File: config.mk
export PLATFORM = sky130hd
export DESIGN_NAME = csfc_ctrl
export DESIGN_NICKNAME = d
export VERILOG_FILES = /design/src/core/csfc_mclk_check.v /design/src/core/csfc_ctrl.v
export VERILOG_INCLUDE_DIRS = /design/src /design/src/core
export SDC_FILE = /design/constraint.sdc
export NUM_CORES = 1
export LEC_CHECK = 0
export BUFFER_PORTS_ARGS = -buffer_cell sky130_fd_sc_hd__buf_4
export CORE_ASPECT_RATIO = 2
export CORE_MARGIN = 2
export CORE_UTILIZATION = 59
export DETAILED_ROUTE_END_ITERATION = 16
export GPL_ROUTABILITY_DRIVEN = 0
export GPL_TIMING_DRIVEN = 0
export PLACE_DENSITY = 0.88
export SLEW_MARGIN = 15
export SYNTH_ARGS = -nofsm -noshare
export SYNTH_HDL_FRONTEND = slang
export SYNTH_SLANG_ARGS = --single-unit
File: constraint.sdc
create_clock -name clk_sys_i -period 2.3 [get_ports clk_sys_i]
set_input_delay 0.23 -clock clk_sys_i [delete_from_list [all_inputs] [get_ports clk_sys_i]]
set_output_delay 0.23 -clock clk_sys_i [all_outputs]
set_load 0.005 [all_outputs]
File: src/core/csfc_map.vh
`ifndef CSFC_MAP_VH
`define CSFC_MAP_VH

// ****************************************************************
// register offsets
// ****************************************************************
`define CSFC_REG_CLK_IF_CFG     7'h04
`define CSFC_REG_GEN_CFG        7'h05
`define CSFC_REG_AIN_PCHG_1     7'h11
`define CSFC_REG_AIN_PCHG_2     7'h12
`define CSFC_REG_REF_POS_PCHG   7'h13
`define CSFC_REG_REF_NEG_PCHG   7'h14
`define CSFC_REG_DEV_STATUS     7'h16

// ****************************************************************
// field positions
// ****************************************************************
`define CSFC_LVDS_EN_BIT        3
`define CSFC_CM_EN_BIT          4
`define CSFC_CM_LVL_LSB         0
`define CSFC_CM_LVL_MSB         1
`define CSFC_ST_CLK_ERR_BIT     0
`define CSFC_ST_EXT_CLK_BIT     1
`define CSFC_ST_SERIAL_BIT      2
`define CSFC_ST_CLK_SEL_BIT     3

// ****************************************************************
// reset values
// ****************************************************************
`define CSFC_RST_CLK_IF_CFG     8'h00
`define CSFC_RST_GEN_CFG        8'h10
`define CSFC_RST_AIN_PCHG       4'hF
`define CSFC_RST_REF_PCHG       8'h00
`define CSFC_CM_LVL_HALF        2'h0

// ****************************************************************
// timing
// ****************************************************************
`define CSFC_CLK_PERIOD_NS      5
`define CSFC_STARTUP_NS         1000
`define CSFC_STARTUP_CYC \
  ((`CSFC_STARTUP_NS + `CSFC_CLK_PERIOD_NS - 1) / `CSFC_CLK_PERIOD_NS)
`define CSFC_MCLK_MIN_KHZ       1150
`define CSFC_CHK_WIN_CYC        4096
// edges a 1.15 MHz clock shows in the window, rounded down for margin
`define CSFC_CHK_THRESH \
  ((`CSFC_MCLK_MIN_KHZ * `CSFC_CHK_WIN_CYC * `CSFC_CLK_PERIOD_NS) / 1000000)
`define CSFC_MOD_DIV            8

`endif

File: src/core/csfc_mclk_check.v
`timescale 1ns/100ps
`include "csfc_map.vh"

// ****************************************************************
// master clock edge counter over a fixed window
// ****************************************************************
module csfc_mclk_check #(
  parameter WIN_CYC = `CSFC_CHK_WIN_CYC,
  parameter THRESH  = `CSFC_CHK_THRESH,
  parameter CW      = 13
) (
  input  wire clk_sys_i,
  input  wire nrst_i,
  input  wire start_i,
  input  wire mclk_i,
  output reg  done_o,
  output reg  pass_o
);

  localparam integer  WIN_LAST_I = WIN_CYC - 1;
  localparam integer  THR_I      = THRESH;
  localparam [CW-1:0] WIN_LAST   = WIN_LAST_I[CW-1:0];
  localparam [CW-1:0] THR        = THR_I[CW-1:0];

  reg          mclk_q_ff;
  reg          busy_ff;
  reg [CW-1:0] win_ff;
  reg [CW-1:0] edges_ff;
  wire         fall;

  assign fall = mclk_q_ff & ~mclk_i; // [RQ2]

  always @(posedge clk_sys_i or negedge nrst_i) begin
    if (!nrst_i) begin
      mclk_q_ff <= 1'b0;
      busy_ff   <= 1'b0;
      win_ff    <= {CW{1'b0}};
      edges_ff  <= {CW{1'b0}};
      done_o    <= 1'b0;
      pass_o    <= 1'b0;
    end else begin
      mclk_q_ff <= mclk_i;
      done_o    <= 1'b0;
      if (start_i && !busy_ff) begin
        busy_ff  <= 1'b1;
        win_ff   <= {CW{1'b0}};
        edges_ff <= {CW{1'b0}};
      end else if (busy_ff) begin
        // saturate so a very fast clock cannot wrap to a fail
        if (fall && edges_ff != {CW{1'b1}}) begin
          edges_ff <= edges_ff + {{(CW-1){1'b0}}, 1'b1};
        end
        if (win_ff == WIN_LAST) begin
          busy_ff <= 1'b0;
          done_o  <= 1'b1;
          pass_o  <= (edges_ff >= THR); // [RQ2] [RQ21]
        end else begin
          win_ff <= win_ff + {{(CW-1){1'b0}}, 1'b1};
        end
      end
    end
  end

endmodule

File: src/core/csfc_ctrl.v
`timescale 1ns/100ps
`include "csfc_map.vh"

// How it works
// [RQ1] run on internal oscillator; hand over to master clock after start-up
// [RQ2] master clock valid if falling edges in window meet 1.15 MHz threshold
// [RQ3] failed check keeps oscillator, flags header error and status bit
// [RQ4] clock error stops conversion data; only reset leaves it
// [RQ5] select strap low at power-up: single-ended clock, companion grounded
// [RQ6] select strap high at power-up: crystal or differential clock
// [RQ7] differential LVDS clock only in serial mode, enabled by bit 3 of 0x04
// [RQ8] inputs sampled at twice modulator frequency derived from master clock
// [RQ9] bypass switches open first quarter of each phase, closed after
// [RQ10] input precharge buffers drive sampling capacitors by default
// [RQ11] per-channel input precharge enables live in 0x11 and 0x12
// [RQ12] pin mode forces every input precharge buffer on
// [RQ13] pin mode: common-mode output on at half supply
// [RQ14] serial mode: common-mode enable and level come from 0x05
// [RQ15] channel 0 standby turns the common-mode output off
// [RQ16] each converter has positive and negative reference buffer enables
// [RQ17] pin mode keeps reference buffers off; serial mode lets host choose
// [RQ18] host should enable only positive reference buffers on unipolar supply
// [RQ19] control mode strap is taken once at power-up
// [RQ20] enable bit one means buffer on; input enables reset to one
// [RQ21] check window and threshold are parameters with margin

module csfc_ctrl #(
  parameter STARTUP_CYC = `CSFC_STARTUP_CYC,
  parameter WIN_CYC     = `CSFC_CHK_WIN_CYC,
  parameter THRESH      = `CSFC_CHK_THRESH,
  parameter MOD_DIV     = `CSFC_MOD_DIV
) (
  input  wire       clk_sys_i,
  input  wire       nrst_i,
  input  wire       mclk_i,
  input  wire       clk_sel_i,
  input  wire       ctrl_serial_i,
  input  wire       ch0_standby_i,
  input  wire       reg_wr_i,
  input  wire       reg_rd_i,
  input  wire [6:0] reg_addr_i,
  input  wire [7:0] reg_wdata_i,
  output reg  [7:0] reg_rdata_o,
  output reg        serial_mode_o,
  output reg        ext_clk_active_o,
  output reg        clk_err_o,
  output reg        hdr_clk_err_o,
  output reg        conv_en_o,
  output reg        cmos_clk_sel_o,
  output reg        xtal_diff_sel_o,
  output reg        lvds_en_o,
  output reg        sampling_phase_o,
  output reg        bypass_switch_o,
  output reg  [7:0] ain_pchg_en_o,
  output reg  [7:0] ref_pos_pchg_en_o,
  output reg  [7:0] ref_neg_pchg_en_o,
  output reg        common_mode_output_en_o,
  output reg  [1:0] common_mode_output_lvl_o
);

  // ****************************************************************
  // states and derived constants
  // ****************************************************************
  localparam [1:0] ST_STARTUP = 2'h0;
  localparam [1:0] ST_CHECK   = 2'h1;
  localparam [1:0] ST_RUN     = 2'h2;
  localparam [1:0] ST_CLKERR  = 2'h3;

  localparam integer SU_LAST_I = STARTUP_CYC - 1;
  // one sampling phase is half a modulator period in master clocks
  localparam integer PH_LEN    = MOD_DIV / 2;
  localparam integer PH_LAST_I = PH_LEN - 1;
  localparam integer PH_OPEN_I = PH_LEN / 4;
  localparam [15:0]  SU_LAST   = SU_LAST_I[15:0];
  localparam [7:0]   PH_LAST   = PH_LAST_I[7:0];
  localparam [7:0]   PH_OPEN   = PH_OPEN_I[7:0];

  // ****************************************************************
  // state
  // ****************************************************************
  reg        strap_done_ff;
  reg        serial_ff;
  reg        clk_sel_ff;
  reg [1:0]  state_ff;
  reg [1:0]  nxt_state;
  reg [15:0] su_cnt_ff;
  reg        chk_start_ff;
  reg        mclk_q_ff;
  reg [7:0]  ph_cnt_ff;
  reg        ph_ff;

  reg [7:0]  clk_if_cfg_ff;
  reg [7:0]  gen_cfg_ff;
  reg [3:0]  ain_pchg_1_ff;
  reg [3:0]  ain_pchg_2_ff;
  reg [7:0]  ref_pos_ff;
  reg [7:0]  ref_neg_ff;

  wire       chk_done;
  wire       chk_pass;
  wire       mclk_rise;
  wire [7:0] status;

  reg [7:0]  nxt_ain;
  reg [7:0]  nxt_ref_pos;
  reg [7:0]  nxt_ref_neg;
  reg        nxt_cm_en;
  reg [1:0]  nxt_cm_lvl;

  // ****************************************************************
  // register read decode
  // ****************************************************************
  function [7:0] rd_mux;
    input [6:0] addr;
    input [7:0] clk_if;
    input [7:0] gen;
    input [3:0] ain1;
    input [3:0] ain2;
    input [7:0] rpos;
    input [7:0] rneg;
    input [7:0] st;
    begin
      case (addr)
        `CSFC_REG_CLK_IF_CFG:   rd_mux = clk_if;
        `CSFC_REG_GEN_CFG:      rd_mux = gen;
        `CSFC_REG_AIN_PCHG_1:   rd_mux = {4'h0, ain1};
        `CSFC_REG_AIN_PCHG_2:   rd_mux = {4'h0, ain2};
        `CSFC_REG_REF_POS_PCHG: rd_mux = rpos;
        `CSFC_REG_REF_NEG_PCHG: rd_mux = rneg;
        `CSFC_REG_DEV_STATUS:   rd_mux = st;
        default:                rd_mux = 8'h00;
      endcase
    end
  endfunction

  // ****************************************************************
  // power-up straps
  // ****************************************************************
  // straps are caught on the first edge after release, never at reset
  always @(posedge clk_sys_i or negedge nrst_i) begin
    if (!nrst_i) begin
      strap_done_ff <= 1'b0;
      serial_ff     <= 1'b0;
      clk_sel_ff    <= 1'b0;
    end else if (!strap_done_ff) begin
      strap_done_ff <= 1'b1;
      serial_ff     <= ctrl_serial_i; // [RQ19]
      clk_sel_ff    <= clk_sel_i; // [RQ5] [RQ6]
    end
  end

  // ****************************************************************
  // clock handover sequence
  // ****************************************************************
  always @* begin
    nxt_state = state_ff;
    case (state_ff)
      ST_STARTUP: begin
        if (strap_done_ff && su_cnt_ff == SU_LAST) begin
          nxt_state = ST_CHECK; // [RQ1]
        end
      end
      ST_CHECK: begin
        if (chk_done) begin
          nxt_state = chk_pass ? ST_RUN : ST_CLKERR; // [RQ1] [RQ3]
        end
      end
      ST_RUN:    nxt_state = ST_RUN;
      ST_CLKERR: nxt_state = ST_CLKERR; // [RQ4]
      default:   nxt_state = ST_STARTUP;
    endcase
  end

  always @(posedge clk_sys_i or negedge nrst_i) begin
    if (!nrst_i) begin
      state_ff     <= ST_STARTUP;
      su_cnt_ff    <= 16'h0000;
      chk_start_ff <= 1'b0;
    end else begin
      state_ff     <= nxt_state;
      chk_start_ff <= (state_ff == ST_STARTUP) && (nxt_state == ST_CHECK);
      if (state_ff == ST_STARTUP && strap_done_ff && su_cnt_ff != SU_LAST) begin
        su_cnt_ff <= su_cnt_ff + 16'h0001;
      end
    end
  end

  csfc_mclk_check #(
    .WIN_CYC (WIN_CYC),
    .THRESH  (THRESH),
    .CW      (13)
  ) u_check (
    .clk_sys_i (clk_sys_i),
    .nrst_i    (nrst_i),
    .start_i   (chk_start_ff),
    .mclk_i    (mclk_i),
    .done_o    (chk_done),
    .pass_o    (chk_pass)
  );

  // ****************************************************************
  // sampling phase and bypass switch timing
  // ****************************************************************
  assign mclk_rise = mclk_i & ~mclk_q_ff;

  // phases only advance once the master clock owns internal timing
  always @(posedge clk_sys_i or negedge nrst_i) begin
    if (!nrst_i) begin
      mclk_q_ff <= 1'b0;
      ph_cnt_ff <= 8'h00;
      ph_ff     <= 1'b0;
    end else begin
      mclk_q_ff <= mclk_i;
      if (state_ff == ST_RUN && mclk_rise) begin
        if (ph_cnt_ff == PH_LAST) begin
          ph_cnt_ff <= 8'h00;
          ph_ff     <= ~ph_ff; // [RQ8]
        end else begin
          ph_cnt_ff <= ph_cnt_ff + 8'h01;
        end
      end
    end
  end

  // ****************************************************************
  // configuration registers
  // ****************************************************************
  // pin mode only allows register reads, so writes are dropped there
  always @(posedge clk_sys_i or negedge nrst_i) begin
    if (!nrst_i) begin
      clk_if_cfg_ff <= `CSFC_RST_CLK_IF_CFG;
      gen_cfg_ff    <= `CSFC_RST_GEN_CFG;
      ain_pchg_1_ff <= `CSFC_RST_AIN_PCHG; // [RQ10] [RQ20]
      ain_pchg_2_ff <= `CSFC_RST_AIN_PCHG; // [RQ10] [RQ20]
      ref_pos_ff    <= `CSFC_RST_REF_PCHG;
      ref_neg_ff    <= `CSFC_RST_REF_PCHG;
      reg_rdata_o   <= 8'h00;
    end else begin
      if (reg_wr_i && serial_ff && strap_done_ff) begin
        case (reg_addr_i)
          `CSFC_REG_CLK_IF_CFG:   clk_if_cfg_ff <= reg_wdata_i; // [RQ7]
          `CSFC_REG_GEN_CFG:      gen_cfg_ff    <= reg_wdata_i; // [RQ14]
          `CSFC_REG_AIN_PCHG_1:   ain_pchg_1_ff <= reg_wdata_i[3:0]; // [RQ11]
          `CSFC_REG_AIN_PCHG_2:   ain_pchg_2_ff <= reg_wdata_i[3:0]; // [RQ11]
          `CSFC_REG_REF_POS_PCHG: ref_pos_ff    <= reg_wdata_i; // [RQ16]
          `CSFC_REG_REF_NEG_PCHG: ref_neg_ff    <= reg_wdata_i; // [RQ16]
          default: ;
        endcase
      end
      if (reg_rd_i) begin
        reg_rdata_o <= rd_mux(reg_addr_i, clk_if_cfg_ff, gen_cfg_ff,
                              ain_pchg_1_ff, ain_pchg_2_ff, ref_pos_ff,
                              ref_neg_ff, status);
      end
    end
  end

  assign status = {4'h0, clk_sel_ff, serial_ff,
                   (state_ff == ST_RUN), (state_ff == ST_CLKERR)}; // [RQ3]

  // ****************************************************************
  // front-end enables
  // ****************************************************************
  always @* begin
    if (serial_ff) begin
      nxt_ain     = {ain_pchg_2_ff, ain_pchg_1_ff}; // [RQ11] [RQ20]
      nxt_ref_pos = ref_pos_ff; // [RQ17]
      nxt_ref_neg = ref_neg_ff; // [RQ17]
      nxt_cm_en   = gen_cfg_ff[`CSFC_CM_EN_BIT]; // [RQ14]
      nxt_cm_lvl  = gen_cfg_ff[`CSFC_CM_LVL_MSB:`CSFC_CM_LVL_LSB]; // [RQ14]
    end else begin
      nxt_ain     = 8'hFF; // [RQ12]
      nxt_ref_pos = 8'h00; // [RQ17]
      nxt_ref_neg = 8'h00; // [RQ17]
      nxt_cm_en   = 1'b1; // [RQ13]
      nxt_cm_lvl  = `CSFC_CM_LVL_HALF; // [RQ13]
    end
    // buffer shares channel 0 bias, so standby always wins
    if (ch0_standby_i) begin
      nxt_cm_en = 1'b0; // [RQ15]
    end
  end

  // ****************************************************************
  // registered outputs
  // ****************************************************************
  always @(posedge clk_sys_i or negedge nrst_i) begin
    if (!nrst_i) begin
      serial_mode_o            <= 1'b0;
      ext_clk_active_o         <= 1'b0;
      clk_err_o                <= 1'b0;
      hdr_clk_err_o            <= 1'b0;
      conv_en_o                <= 1'b0;
      cmos_clk_sel_o           <= 1'b0;
      xtal_diff_sel_o          <= 1'b0;
      lvds_en_o                <= 1'b0;
      sampling_phase_o         <= 1'b0;
      bypass_switch_o          <= 1'b0;
      ain_pchg_en_o            <= 8'h00;
      ref_pos_pchg_en_o        <= 8'h00;
      ref_neg_pchg_en_o        <= 8'h00;
      common_mode_output_en_o  <= 1'b0;
      common_mode_output_lvl_o <= 2'h0;
    end else begin
      serial_mode_o    <= serial_ff;
      ext_clk_active_o <= (state_ff == ST_RUN); // [RQ1]
      clk_err_o        <= (state_ff == ST_CLKERR); // [RQ3]
      hdr_clk_err_o    <= (state_ff == ST_CLKERR); // [RQ3]
      conv_en_o        <= (state_ff == ST_RUN); // [RQ4]
      cmos_clk_sel_o   <= strap_done_ff & ~clk_sel_ff; // [RQ5]
      xtal_diff_sel_o  <= strap_done_ff & clk_sel_ff; // [RQ6]
      lvds_en_o        <= clk_sel_ff & serial_ff &
                          clk_if_cfg_ff[`CSFC_LVDS_EN_BIT]; // [RQ7]
      sampling_phase_o <= ph_ff; // [RQ8]
      // closed only after the precharge quarter of the phase
      bypass_switch_o  <= (state_ff == ST_RUN) &&
                          (ph_cnt_ff >= PH_OPEN); // [RQ9]
      ain_pchg_en_o            <= nxt_ain;
      ref_pos_pchg_en_o        <= nxt_ref_pos;
      ref_neg_pchg_en_o        <= nxt_ref_neg;
      common_mode_output_en_o  <= nxt_cm_en;
      common_mode_output_lvl_o <= nxt_cm_lvl;
    end
  end

endmodule

==> metrics.txt, run 1 <==
# TYPE chip_impl_metric gauge
chip_impl_info{name="dominantRegCellSynth",value="sky130_fd_sc_hd__dfrtp_1"} 1
chip_impl_metric{name="chipWidth",unit="µm"} 77.55
chip_impl_metric{name="final_period_demand_of_the_worst_path",unit="ps"} 2105
chip_impl_metric{name="synthesized_nets",unit=""} 578
chip_impl_metric{name="final-max-slew-violation-count",unit=""} 0
chip_impl_metric{name="initial_utilization",unit="%"} 60.53
chip_impl_info{name="hold-path-endpoint",value="serial_ff"} 1
chip_impl_metric{name="timing_hold_violations_final",unit=""} 0
chip_impl_metric{name="synth_fa_ha_area_share",unit="%"} 1.176
chip_impl_metric{name="power",unit="mW"} 6.027
chip_impl_metric{name="reg2reg_depth",unit=""} 7
chip_impl_metric{name="worstMarginPinSlew",unit="ps"} 891.7
chip_impl_metric{name="post-cts-setup-buffer-count",unit=""} 0
chip_impl_metric{name="grt_usage",unit="%"} 27.26
chip_impl_metric{name="vias_per_cell",unit=""} 6.118
chip_impl_metric{name="worstSkewPairLatency",unit="ps"} 420
chip_impl_metric{name="overflow",unit=""} 0
chip_impl_metric{name="hpwlAfterDp",unit="µm"} 10310
chip_impl_info{name="outcome",value="completed"} 1
chip_impl_metric{name="worst-path-max-fanout",unit=""} 9
chip_impl_metric{name="fin_crit_sh",unit="%"} 91.52
chip_impl_metric{name="largest_net_degree_at_the_start_of_global_routing",unit=""} 95
chip_impl_metric{name="timing.hold.ws",unit="ps"} 51.04
chip_impl_metric{name="cellLeakagePower",unit="nW"} 3.665
chip_impl_metric{name="synth_xor_xnor_area_share",unit="%"} 3.293
chip_impl_metric{name="io_buffer_count",unit=""} 64
chip_impl_metric{name="drt-wirelength-per-cell",unit="µm"} 19.51
chip_impl_metric{name="layout.area.seq",unit="µm²"} 3615
chip_impl_info{name="r2r_end",value="u_check.edges_ff[5]"} 1
chip_impl_metric{name="fin_util",unit="%"} 73.12
chip_impl_metric{name="postLayoutSetupSlackWorst",unit="ps"} 195.1
chip_impl_metric{name="num-nets-final",unit=""} 665
chip_impl_metric{name="place.detailed.instances",unit=""} 751
chip_impl_info{name="main_combinational_cell_family_by_area_after_synthesis",value="simple AND/OR/NAND/NOR gates"} 1
chip_impl_metric{name="detailroute.via_count",unit=""} 4809
chip_impl_info{name="synthTopCellsByArea",value="sky130_fd_sc_hd__dfrtp_1, sky130_fd_sc_hd__mux2_2, sky130_fd_sc_hd__dfstp_2, sky130_fd_sc_hd__xnor2_1, sky130_fd_sc_hd__nand2_1"} 1
chip_impl_metric{name="grt_antenna_before_repair",unit=""} 0
chip_impl_metric{name="worst_clock_skew",unit="ps"} 8.286
chip_impl_metric{name="design.portCount",unit=""} 68
chip_impl_metric{name="cts.reportedPaths.clkPinSlew",unit="ps"} 60
chip_impl_metric{name="placedInstanceArea",unit="µm²"} 7066
chip_impl_metric{name="synthDominantCellAreaShare",unit="%"} 52.93
chip_impl_metric{name="synth.distinct_cells",unit=""} 67
chip_impl_metric{name="max_cap_viol_count",unit=""} 0
chip_impl_metric{name="cellPowerDensity",unit="nW/µm²"} 781.7
chip_impl_metric{name="synth_seq_cells",unit=""} 144
chip_impl_metric{name="detail_route.first_pass.iterations",unit=""} 6
chip_impl_metric{name="setup-violations-final",unit=""} 0
chip_impl_metric{name="clk_path_buf_depth",unit=""} 2
chip_impl_info{name="worstReg2RegStart",value="u_check.edges_ff[0]"} 1
chip_impl_info{name="layout.cells.most_common_list",value="sky130_fd_sc_hd__dfrtp_1, sky130_fd_sc_hd__buf_4, sky130_fd_sc_hd__mux2_2"} 1
chip_impl_metric{name="cts_max_level",unit=""} 4
chip_impl_metric{name="r2r_slack",unit="ps"} 200
chip_impl_info{name="critPathLaunchType",value="flop"} 1
chip_impl_metric{name="synth_enable_flop_cells",unit=""} 0
chip_impl_metric{name="post_route_wl",unit="µm"} 15340
chip_impl_metric{name="nFillCells",unit=""} 665
chip_impl_metric{name="finish.cell_count_without_fillers",unit=""} 786
chip_impl_metric{name="global_route_wire_length_before_repair",unit="µm"} 24350
chip_impl_metric{name="critPathArrivalTime",unit="ps"} 2420
chip_impl_metric{name="timing.fmax",unit="MHz"} 475.1
chip_impl_metric{name="number_of_warnings_issued_by_yosys",unit=""} 0
chip_impl_metric{name="synth-compound-area-share",unit="%"} 8.057
chip_impl_metric{name="first_global_vias",unit=""} 5078
chip_impl_info{name="rsz0062_at_grt",value="no"} 1
chip_impl_metric{name="tritoncts.num_buffers",unit=""} 17
chip_impl_metric{name="flow.area_growth_from_synthesis",unit="%"} 20.80
chip_impl_metric{name="syn-cell-area",unit="µm²"} 6382
chip_impl_metric{name="drt_iter0_markers",unit=""} 546
chip_impl_metric{name="synth.mux.area_fraction",unit="%"} 9.567
chip_impl_metric{name="slew-limit-headroom",unit="%"} 39.74
chip_impl_metric{name="antennaDiodeCount",unit=""} 0
chip_impl_metric{name="multi_input_area",unit="µm²"} 2624
chip_impl_metric{name="setup_tns",unit="ps"} 0
chip_impl_metric{name="synthesis.instances",unit=""} 549
chip_impl_metric{name="syn_area_per_cell",unit="µm²"} 11.63
chip_impl_metric{name="clock-sinks",unit=""} 144
chip_impl_info{name="criticalPathCategory",value="reg2reg"} 1
chip_impl_info{name="synthDominantAreaCellType",value="sky130_fd_sc_hd__dfrtp_1"} 1
chip_impl_metric{name="dieHeight",unit="µm"} 151.1
chip_impl_info{name="tritoncts",value="done"} 1
chip_impl_metric{name="yosys.area_share.simple",unit="%"} 18.82
chip_impl_info{name="worstHoldStart",value="ctrl_serial_i"} 1
chip_impl_info{name="layout_commonest_cell",value="sky130_fd_sc_hd__dfrtp_1"} 1
chip_impl_metric{name="floorplan.core_area",unit="µm²"} 10540
chip_impl_info{name="clock_root_buffer",value="sky130_fd_sc_hd__clkbuf_16"} 1
chip_impl_info{name="cp-end-kind",value="flop"} 1
chip_impl_info{name="worst_hold_path_type",value="in2reg"} 1
chip_impl_metric{name="async_set_or_reset_register_ratio_after_synthesis",unit="%"} 100.0
chip_impl_metric{name="final_layout_size_suffix_gt1_share",unit="%"} 26.66
chip_impl_metric{name="worst-endpoint-required",unit="ps"} 2610
chip_impl_metric{name="min_delay_path_depth",unit=""} 2
chip_impl_metric{name="drc",unit=""} 0
chip_impl_metric{name="synth_sequential_area_ratio",unit="%"} 56.64
chip_impl_metric{name="post-route-cell-area",unit="µm²"} 7710
chip_impl_metric{name="number_of_antenna_violating_nets_in_the_routed_design",unit=""} 0
chip_impl_metric{name="rows",unit=""} 53
chip_impl_metric{name="die_ar",unit="µm²"} 11720
chip_impl_metric{name="ir_worst_vdd",unit="µV"} 583.9
chip_impl_metric{name="preCtsSetupSlack",unit="ps"} 131.1
[cells in the mapped netlist (all sizes together) (2+ instances only)]
cell type / n
nand4: 9
a21o: 3
and4: 3
inv: 16
buf: 10
a22o: 2
a21oi: 8
nor3: 15
or2: 3
nand2: 43
a311oi: 3
dfstp: 9
o221ai: 2
mux2: 45
ha: 6
o2bb2ai: 2
clkbuf: 8
dfrtp: 135
nor2: 26
nand2b: 12
and2: 24
o21ai: 18
o211ai: 6
mux2i: 10
o22ai: 6
xor2: 5
nor2b: 9
nand3b: 4
and3: 12
xnor2: 19
or3: 6
a31oi: 8
o31ai: 2
nand3: 27
o21a: 2
a22oi: 9
nor4: 8
[worst max-delay path by stage]
stage / start / endpoint / slack, ps / depth (start not counted)
finish: u_check.edges_ff[0] / u_check.edges_ff[5] / 200 / 7
global route: u_check.edges_ff[0] / u_check.edges_ff[5] / 60 / 7
CTS: u_check.edges_ff[0] / u_check.edges_ff[5] / 130 / 7
detailed placement: reg_addr_i[3] / ref_neg_ff[4] / 130 / 5
global placement: reg_addr_i[3] / ref_neg_ff[4] / 150 / 5
floorplan: u_check.edges_ff[0] / u_check.edges_ff[5] / 460 / 7
[where the power goes]
part	leakage, nW	internal, mW	switching [mW]	total (mW)
clock	0.293	1.74	1.09	2.83
sequential	1.90	2.65	0.102	2.75
combinational	1.47	0.192	0.252	0.444
[worst max-delay path, cell delays in order, from the launching register on]
cell                      delay [ps]
sky130_fd_sc_hd__dfrtp_1         410
sky130_fd_sc_hd__ha_1            290
sky130_fd_sc_hd__nand4_1         200
sky130_fd_sc_hd__nor4_4          400
sky130_fd_sc_hd__or2_2           180
sky130_fd_sc_hd__buf_2           190
sky130_fd_sc_hd__o21ai_0         120
sky130_fd_sc_hd__a21o_1          220
[metal layers]
layer  wire length, µm  part of all wire [%]  up-vias  global-route usage (%)
met4               857                   5.6        0                   16.96
met2              8473                    55      202                   50.26
met1              5348                    35     2408                   27.21
met5                 0                     0        -                       0
li1                  -                     -     2120                       -
met3               657                   4.3       79                   6.257
[flip-flops by register name (all words and copies together) (netlist names), 4 cells and up]
name	count
u_check.edges_ff	13
clk_if_cfg_ff	8
ain_pchg_en_o	8
ain_pchg_2_ff	4
ref_neg_pchg_en_o	8
reg_rdata_o	8
ref_pos_ff	8
ref_pos_pchg_en_o	8
su_cnt_ff	16
ref_neg_ff	8
gen_cfg_ff	8
ain_pchg_1_ff	4
ph_cnt_ff	8
u_check.win_ff	13
[logic make-up after synthesis]
kind of cell,Yosys count
AOI/OAI and AO/OA,77
xor gates and xnor gates,24
adders and majority gates,6
buffers and inverters,34
DFF,144
muxes,55
other,1
and+or+nand+nor,208
[area by class of cell]
| class | instances | share of cell area (%) |
|---|---|---|
| repair buffers | 68 | 7.027 |
| plain buffers | 18 | 1.201 |
| inverters | 16 | 0.7790 |
| clock buffers | 20 | 5.794 |
| well taps | 137 | 2.223 |
| multi-input cells | 371 | 34.03 |
| flip-flops and latches | 144 | 46.88 |
| clock inverters | 12 | 2.061 |
[timing repair]
action | CTS | global route
endpoints found under the setup margin | 0 | 2
resized for setup | 0 | 1
hold endpoints to repair | 51 | 0
hold buffers | 3 | 0
(Power assumes the default switching activity.)
==> run 2: changes to the inputs <==
==> constraint.sdc (replaced) <==
create_clock -name clk_sys_i -period 2.2 [get_ports clk_sys_i]
set_input_delay 0.22 -clock clk_sys_i [delete_from_list [all_inputs] [get_ports clk_sys_i]]
set_output_delay 0.22 -clock clk_sys_i [all_outputs]
set_load 0.005 [all_outputs]
==> run 2 against run 1 <==
  * First-iteration DRC count fell by 14%
  * Sequential cell count did not move
  * Hold slack got worse by 14 ps
  * Critical path type unchanged
  * Largest cell class unchanged
  * Clock-buffer cell count did not move
  * Largest power group unchanged
  * Non-clock buffer count did not move
  * Critical endpoint unchanged
==> metrics.txt, run 2 (synthesized netlist as in run 1, its figures left out) <==
# TYPE chip_impl_metric gauge
chip_impl_info{name="outcome",value="completed"} 1
chip_impl_metric{name="global_route_wire_length_before_repair",unit="µm"} 24350
chip_impl_metric{name="floorplan.core_area",unit="µm²"} 10540
chip_impl_metric{name="largest_net_degree_at_the_start_of_global_routing",unit=""} 95
chip_impl_metric{name="power",unit="mW"} 6.297
chip_impl_metric{name="cellLeakagePower",unit="nW"} 3.664
chip_impl_metric{name="setup_tns",unit="ps"} 0
chip_impl_metric{name="io_buffer_count",unit=""} 64
chip_impl_metric{name="worst-path-max-fanout",unit=""} 9
chip_impl_metric{name="detailroute.via_count",unit=""} 4827
chip_impl_metric{name="worstSkewPairLatency",unit="ps"} 420
chip_impl_info{name="r2r_end",value="u_check.edges_ff[5]"} 1
chip_impl_metric{name="min_delay_path_depth",unit=""} 2
chip_impl_info{name="clock_root_buffer",value="sky130_fd_sc_hd__clkbuf_16"} 1
chip_impl_metric{name="overflow",unit=""} 0
chip_impl_metric{name="worst_clock_skew",unit="ps"} 5.674
chip_impl_metric{name="detail_route.first_pass.iterations",unit=""} 6
chip_impl_metric{name="vias_per_cell",unit=""} 6.141
chip_impl_metric{name="dieHeight",unit="µm"} 151.1
chip_impl_info{name="top_regs",value="su_cnt_ff x16, u_check.edges_ff x13, u_check.win_ff x13"} 1
chip_impl_metric{name="chipWidth",unit="µm"} 77.55
chip_impl_metric{name="grt_antenna_before_repair",unit=""} 0
chip_impl_metric{name="cts.reportedPaths.clkPinSlew",unit="ps"} 60
chip_impl_info{name="worst_hold_path_type",value="in2reg"} 1
chip_impl_metric{name="power.share.clock",unit="%"} 47.0
chip_impl_metric{name="number_of_antenna_violating_nets_in_the_routed_design",unit=""} 0
chip_impl_metric{name="drt-wirelength-per-cell",unit="µm"} 19.43
chip_impl_metric{name="largest_register_ffs",unit=""} 16
chip_impl_info{name="worstHoldStart",value="ctrl_serial_i"} 1
chip_impl_info{name="tritoncts",value="done"} 1
chip_impl_metric{name="num-nets-final",unit=""} 665
chip_impl_info{name="criticalPathCategory",value="reg2reg"} 1
chip_impl_info{name="cp-end-kind",value="flop"} 1
chip_impl_metric{name="r2r_slack",unit="ps"} 100
chip_impl_metric{name="final_layout_size_suffix_gt1_share",unit="%"} 27.12
chip_impl_metric{name="cellPowerDensity",unit="nW/µm²"} 814.7
chip_impl_metric{name="initial_utilization",unit="%"} 60.53
chip_impl_metric{name="cellInternalPower",unit="mW"} 4.793
chip_impl_metric{name="fin_crit_sh",unit="%"} 95.36
chip_impl_metric{name="clock-sinks",unit=""} 144
chip_impl_metric{name="final_period_demand_of_the_worst_path",unit="ps"} 2098
chip_impl_metric{name="swShare",unit="%"} 23.88
chip_impl_metric{name="die_ar",unit="µm²"} 11720
chip_impl_metric{name="first_global_vias",unit=""} 5078
chip_impl_metric{name="tritoncts.num_buffers",unit=""} 17
chip_impl_info{name="rsz0062_at_grt",value="no"} 1
chip_impl_metric{name="flow.area_growth_from_synthesis",unit="%"} 21.09
chip_impl_metric{name="drc",unit=""} 0
chip_impl_metric{name="timing_hold_violations_final",unit=""} 0
chip_impl_metric{name="design.portCount",unit=""} 68
chip_impl_metric{name="ir_worst_vdd",unit="µV"} 613.9
chip_impl_metric{name="pwr-share-comb",unit="%"} 7.4
chip_impl_metric{name="antennaDiodeCount",unit=""} 0
chip_impl_metric{name="rows",unit=""} 53
chip_impl_metric{name="post-cts-setup-buffer-count",unit=""} 0
chip_impl_info{name="worstReg2RegStart",value="u_check.edges_ff[1]"} 1
chip_impl_metric{name="clk_path_buf_depth",unit=""} 2
chip_impl_metric{name="cts_max_level",unit=""} 4
chip_impl_metric{name="grt_usage",unit="%"} 27.26
chip_impl_metric{name="setup-violations-final",unit=""} 0
chip_impl_metric{name="drt_iter0_markers",unit=""} 469
chip_impl_info{name="hold-path-endpoint",value="serial_ff"} 1
chip_impl_metric{name="power.switching",unit="mW"} 1.504
chip_impl_metric{name="slew-limit-headroom",unit="%"} 39.88
chip_impl_metric{name="worstMarginPinSlew",unit="ps"} 889.7
chip_impl_info{name="layout_commonest_cell",value="sky130_fd_sc_hd__dfrtp_1"} 1
chip_impl_metric{name="hpwlAfterDp",unit="µm"} 10310
chip_impl_metric{name="final-max-slew-violation-count",unit=""} 0
chip_impl_info{name="layout.cells.most_common_list",value="sky130_fd_sc_hd__dfrtp_1, sky130_fd_sc_hd__buf_4, sky130_fd_sc_hd__mux2_2"} 1
chip_impl_metric{name="critPathArrivalTime",unit="ps"} 2410
chip_impl_metric{name="timing.fmax",unit="MHz"} 476.7
chip_impl_metric{name="power.sequential.fraction",unit="%"} 45.7
chip_impl_metric{name="post_route_wl",unit="µm"} 15270
chip_impl_info{name="largest_register",value="su_cnt_ff"} 1
chip_impl_metric{name="reg2reg_depth",unit=""} 7
chip_impl_info{name="critPathLaunchType",value="flop"} 1
chip_impl_metric{name="max_cap_viol_count",unit=""} 0
chip_impl_metric{name="nFillCells",unit=""} 663
chip_impl_metric{name="worst-endpoint-required",unit="ps"} 2510
==> run 2: cell counts in the layout (fill, tap and decap cells not counted) <==
Identical to the previous run, type by type.
==> run 2: final cells by class <==
class | instances | area (µm²) | area share, %
Clock buffer | 20 | 446.7 | 5.780
Sequential cell | 144 | 3616 | 46.79
Buffer | 18 | 92.59 | 1.198
Tap cell | 137 | 171.4 | 2.218
Timing Repair Buffer | 68 | 541.8 | 7.010
Inverter | 16 | 60.06 | 0.7771
Multi-Input combinational cell | 371 | 2641 | 34.18
Clock inverter | 12 | 158.9 | 2.056
==> run 2: how the worst max path moves through the flow <==
stage | start | to | slack, ps | depth (start not counted)
global placement | reg_addr_i[3] | ref_neg_ff[4] | 60 | 5
CTS | u_check.edges_ff[0] | u_check.edges_ff[5] | 30 | 7
detailed placement | u_check.edges_ff[0] | u_check.edges_ff[5] | 40 | 7
global route | u_check.edges_ff[1] | u_check.edges_ff[5] | 20 | 7
finish | u_check.edges_ff[1] | u_check.edges_ff[5] | 100 | 7
floorplan | u_check.edges_ff[0] | u_check.edges_ff[5] | 360 | 7
==> run 2: what timing repair did <==
item / in CTS / in global routing
endpoints found under the hold margin: 51 / 0
endpoints found under the setup margin: 0 / 10
resized for setup: 0 / 5
hold buffers: 3 / 0
==> run 2: metal layers <==
layer,track usage (%),up-vias,part of all wire (%)
met1,27.21,2398,35
met2,50.26,219,55
met5,0,-,0
li1,-,2127,-
met4,16.96,0,5.7
met3,6.257,83,4.6
==> run 2: worst max-delay path, cell delays in order (launching register included) <==
cell                      delay [ps]
sky130_fd_sc_hd__dfrtp_1         440
sky130_fd_sc_hd__ha_4            200
sky130_fd_sc_hd__nand4_1         180
sky130_fd_sc_hd__nor4_4          450
sky130_fd_sc_hd__or2_2           180
sky130_fd_sc_hd__buf_2           190
sky130_fd_sc_hd__o21ai_0         130
sky130_fd_sc_hd__a21o_1          230
==> run 2: power groups by stage <==
| stage | combinational, mW | sequential, mW | clock [mW] |
|---|---|---|---|
| after floorplan | 0.238 | 2.89 | 0 |
| after global placement | 0.419 | 2.91 | 0 |
| after detailed placement | 0.452 | 2.91 | 0 |
| after CTS | 0.463 | 2.87 | 2.97 |
| after global routing | 0.509 | 2.89 | 3.11 |
| final | 0.463 | 2.88 | 2.96 |
==> run 2: metrics by stage <==
stage,utilization (%),setup slack (ps),cell area [µm²],cells,hold slack (ps)
floorplan,-,359.4,6382,549,-75.59
global placement,66.71,59.87,7034,750,351.9
detailed placement,67.01,39.86,7066,751,199.3
CTS,73.04,25.78,7701,786,33.43
global route,73.30,19.05,7729,786,31.56
finish,73.30,102.2,7729,786,37.04
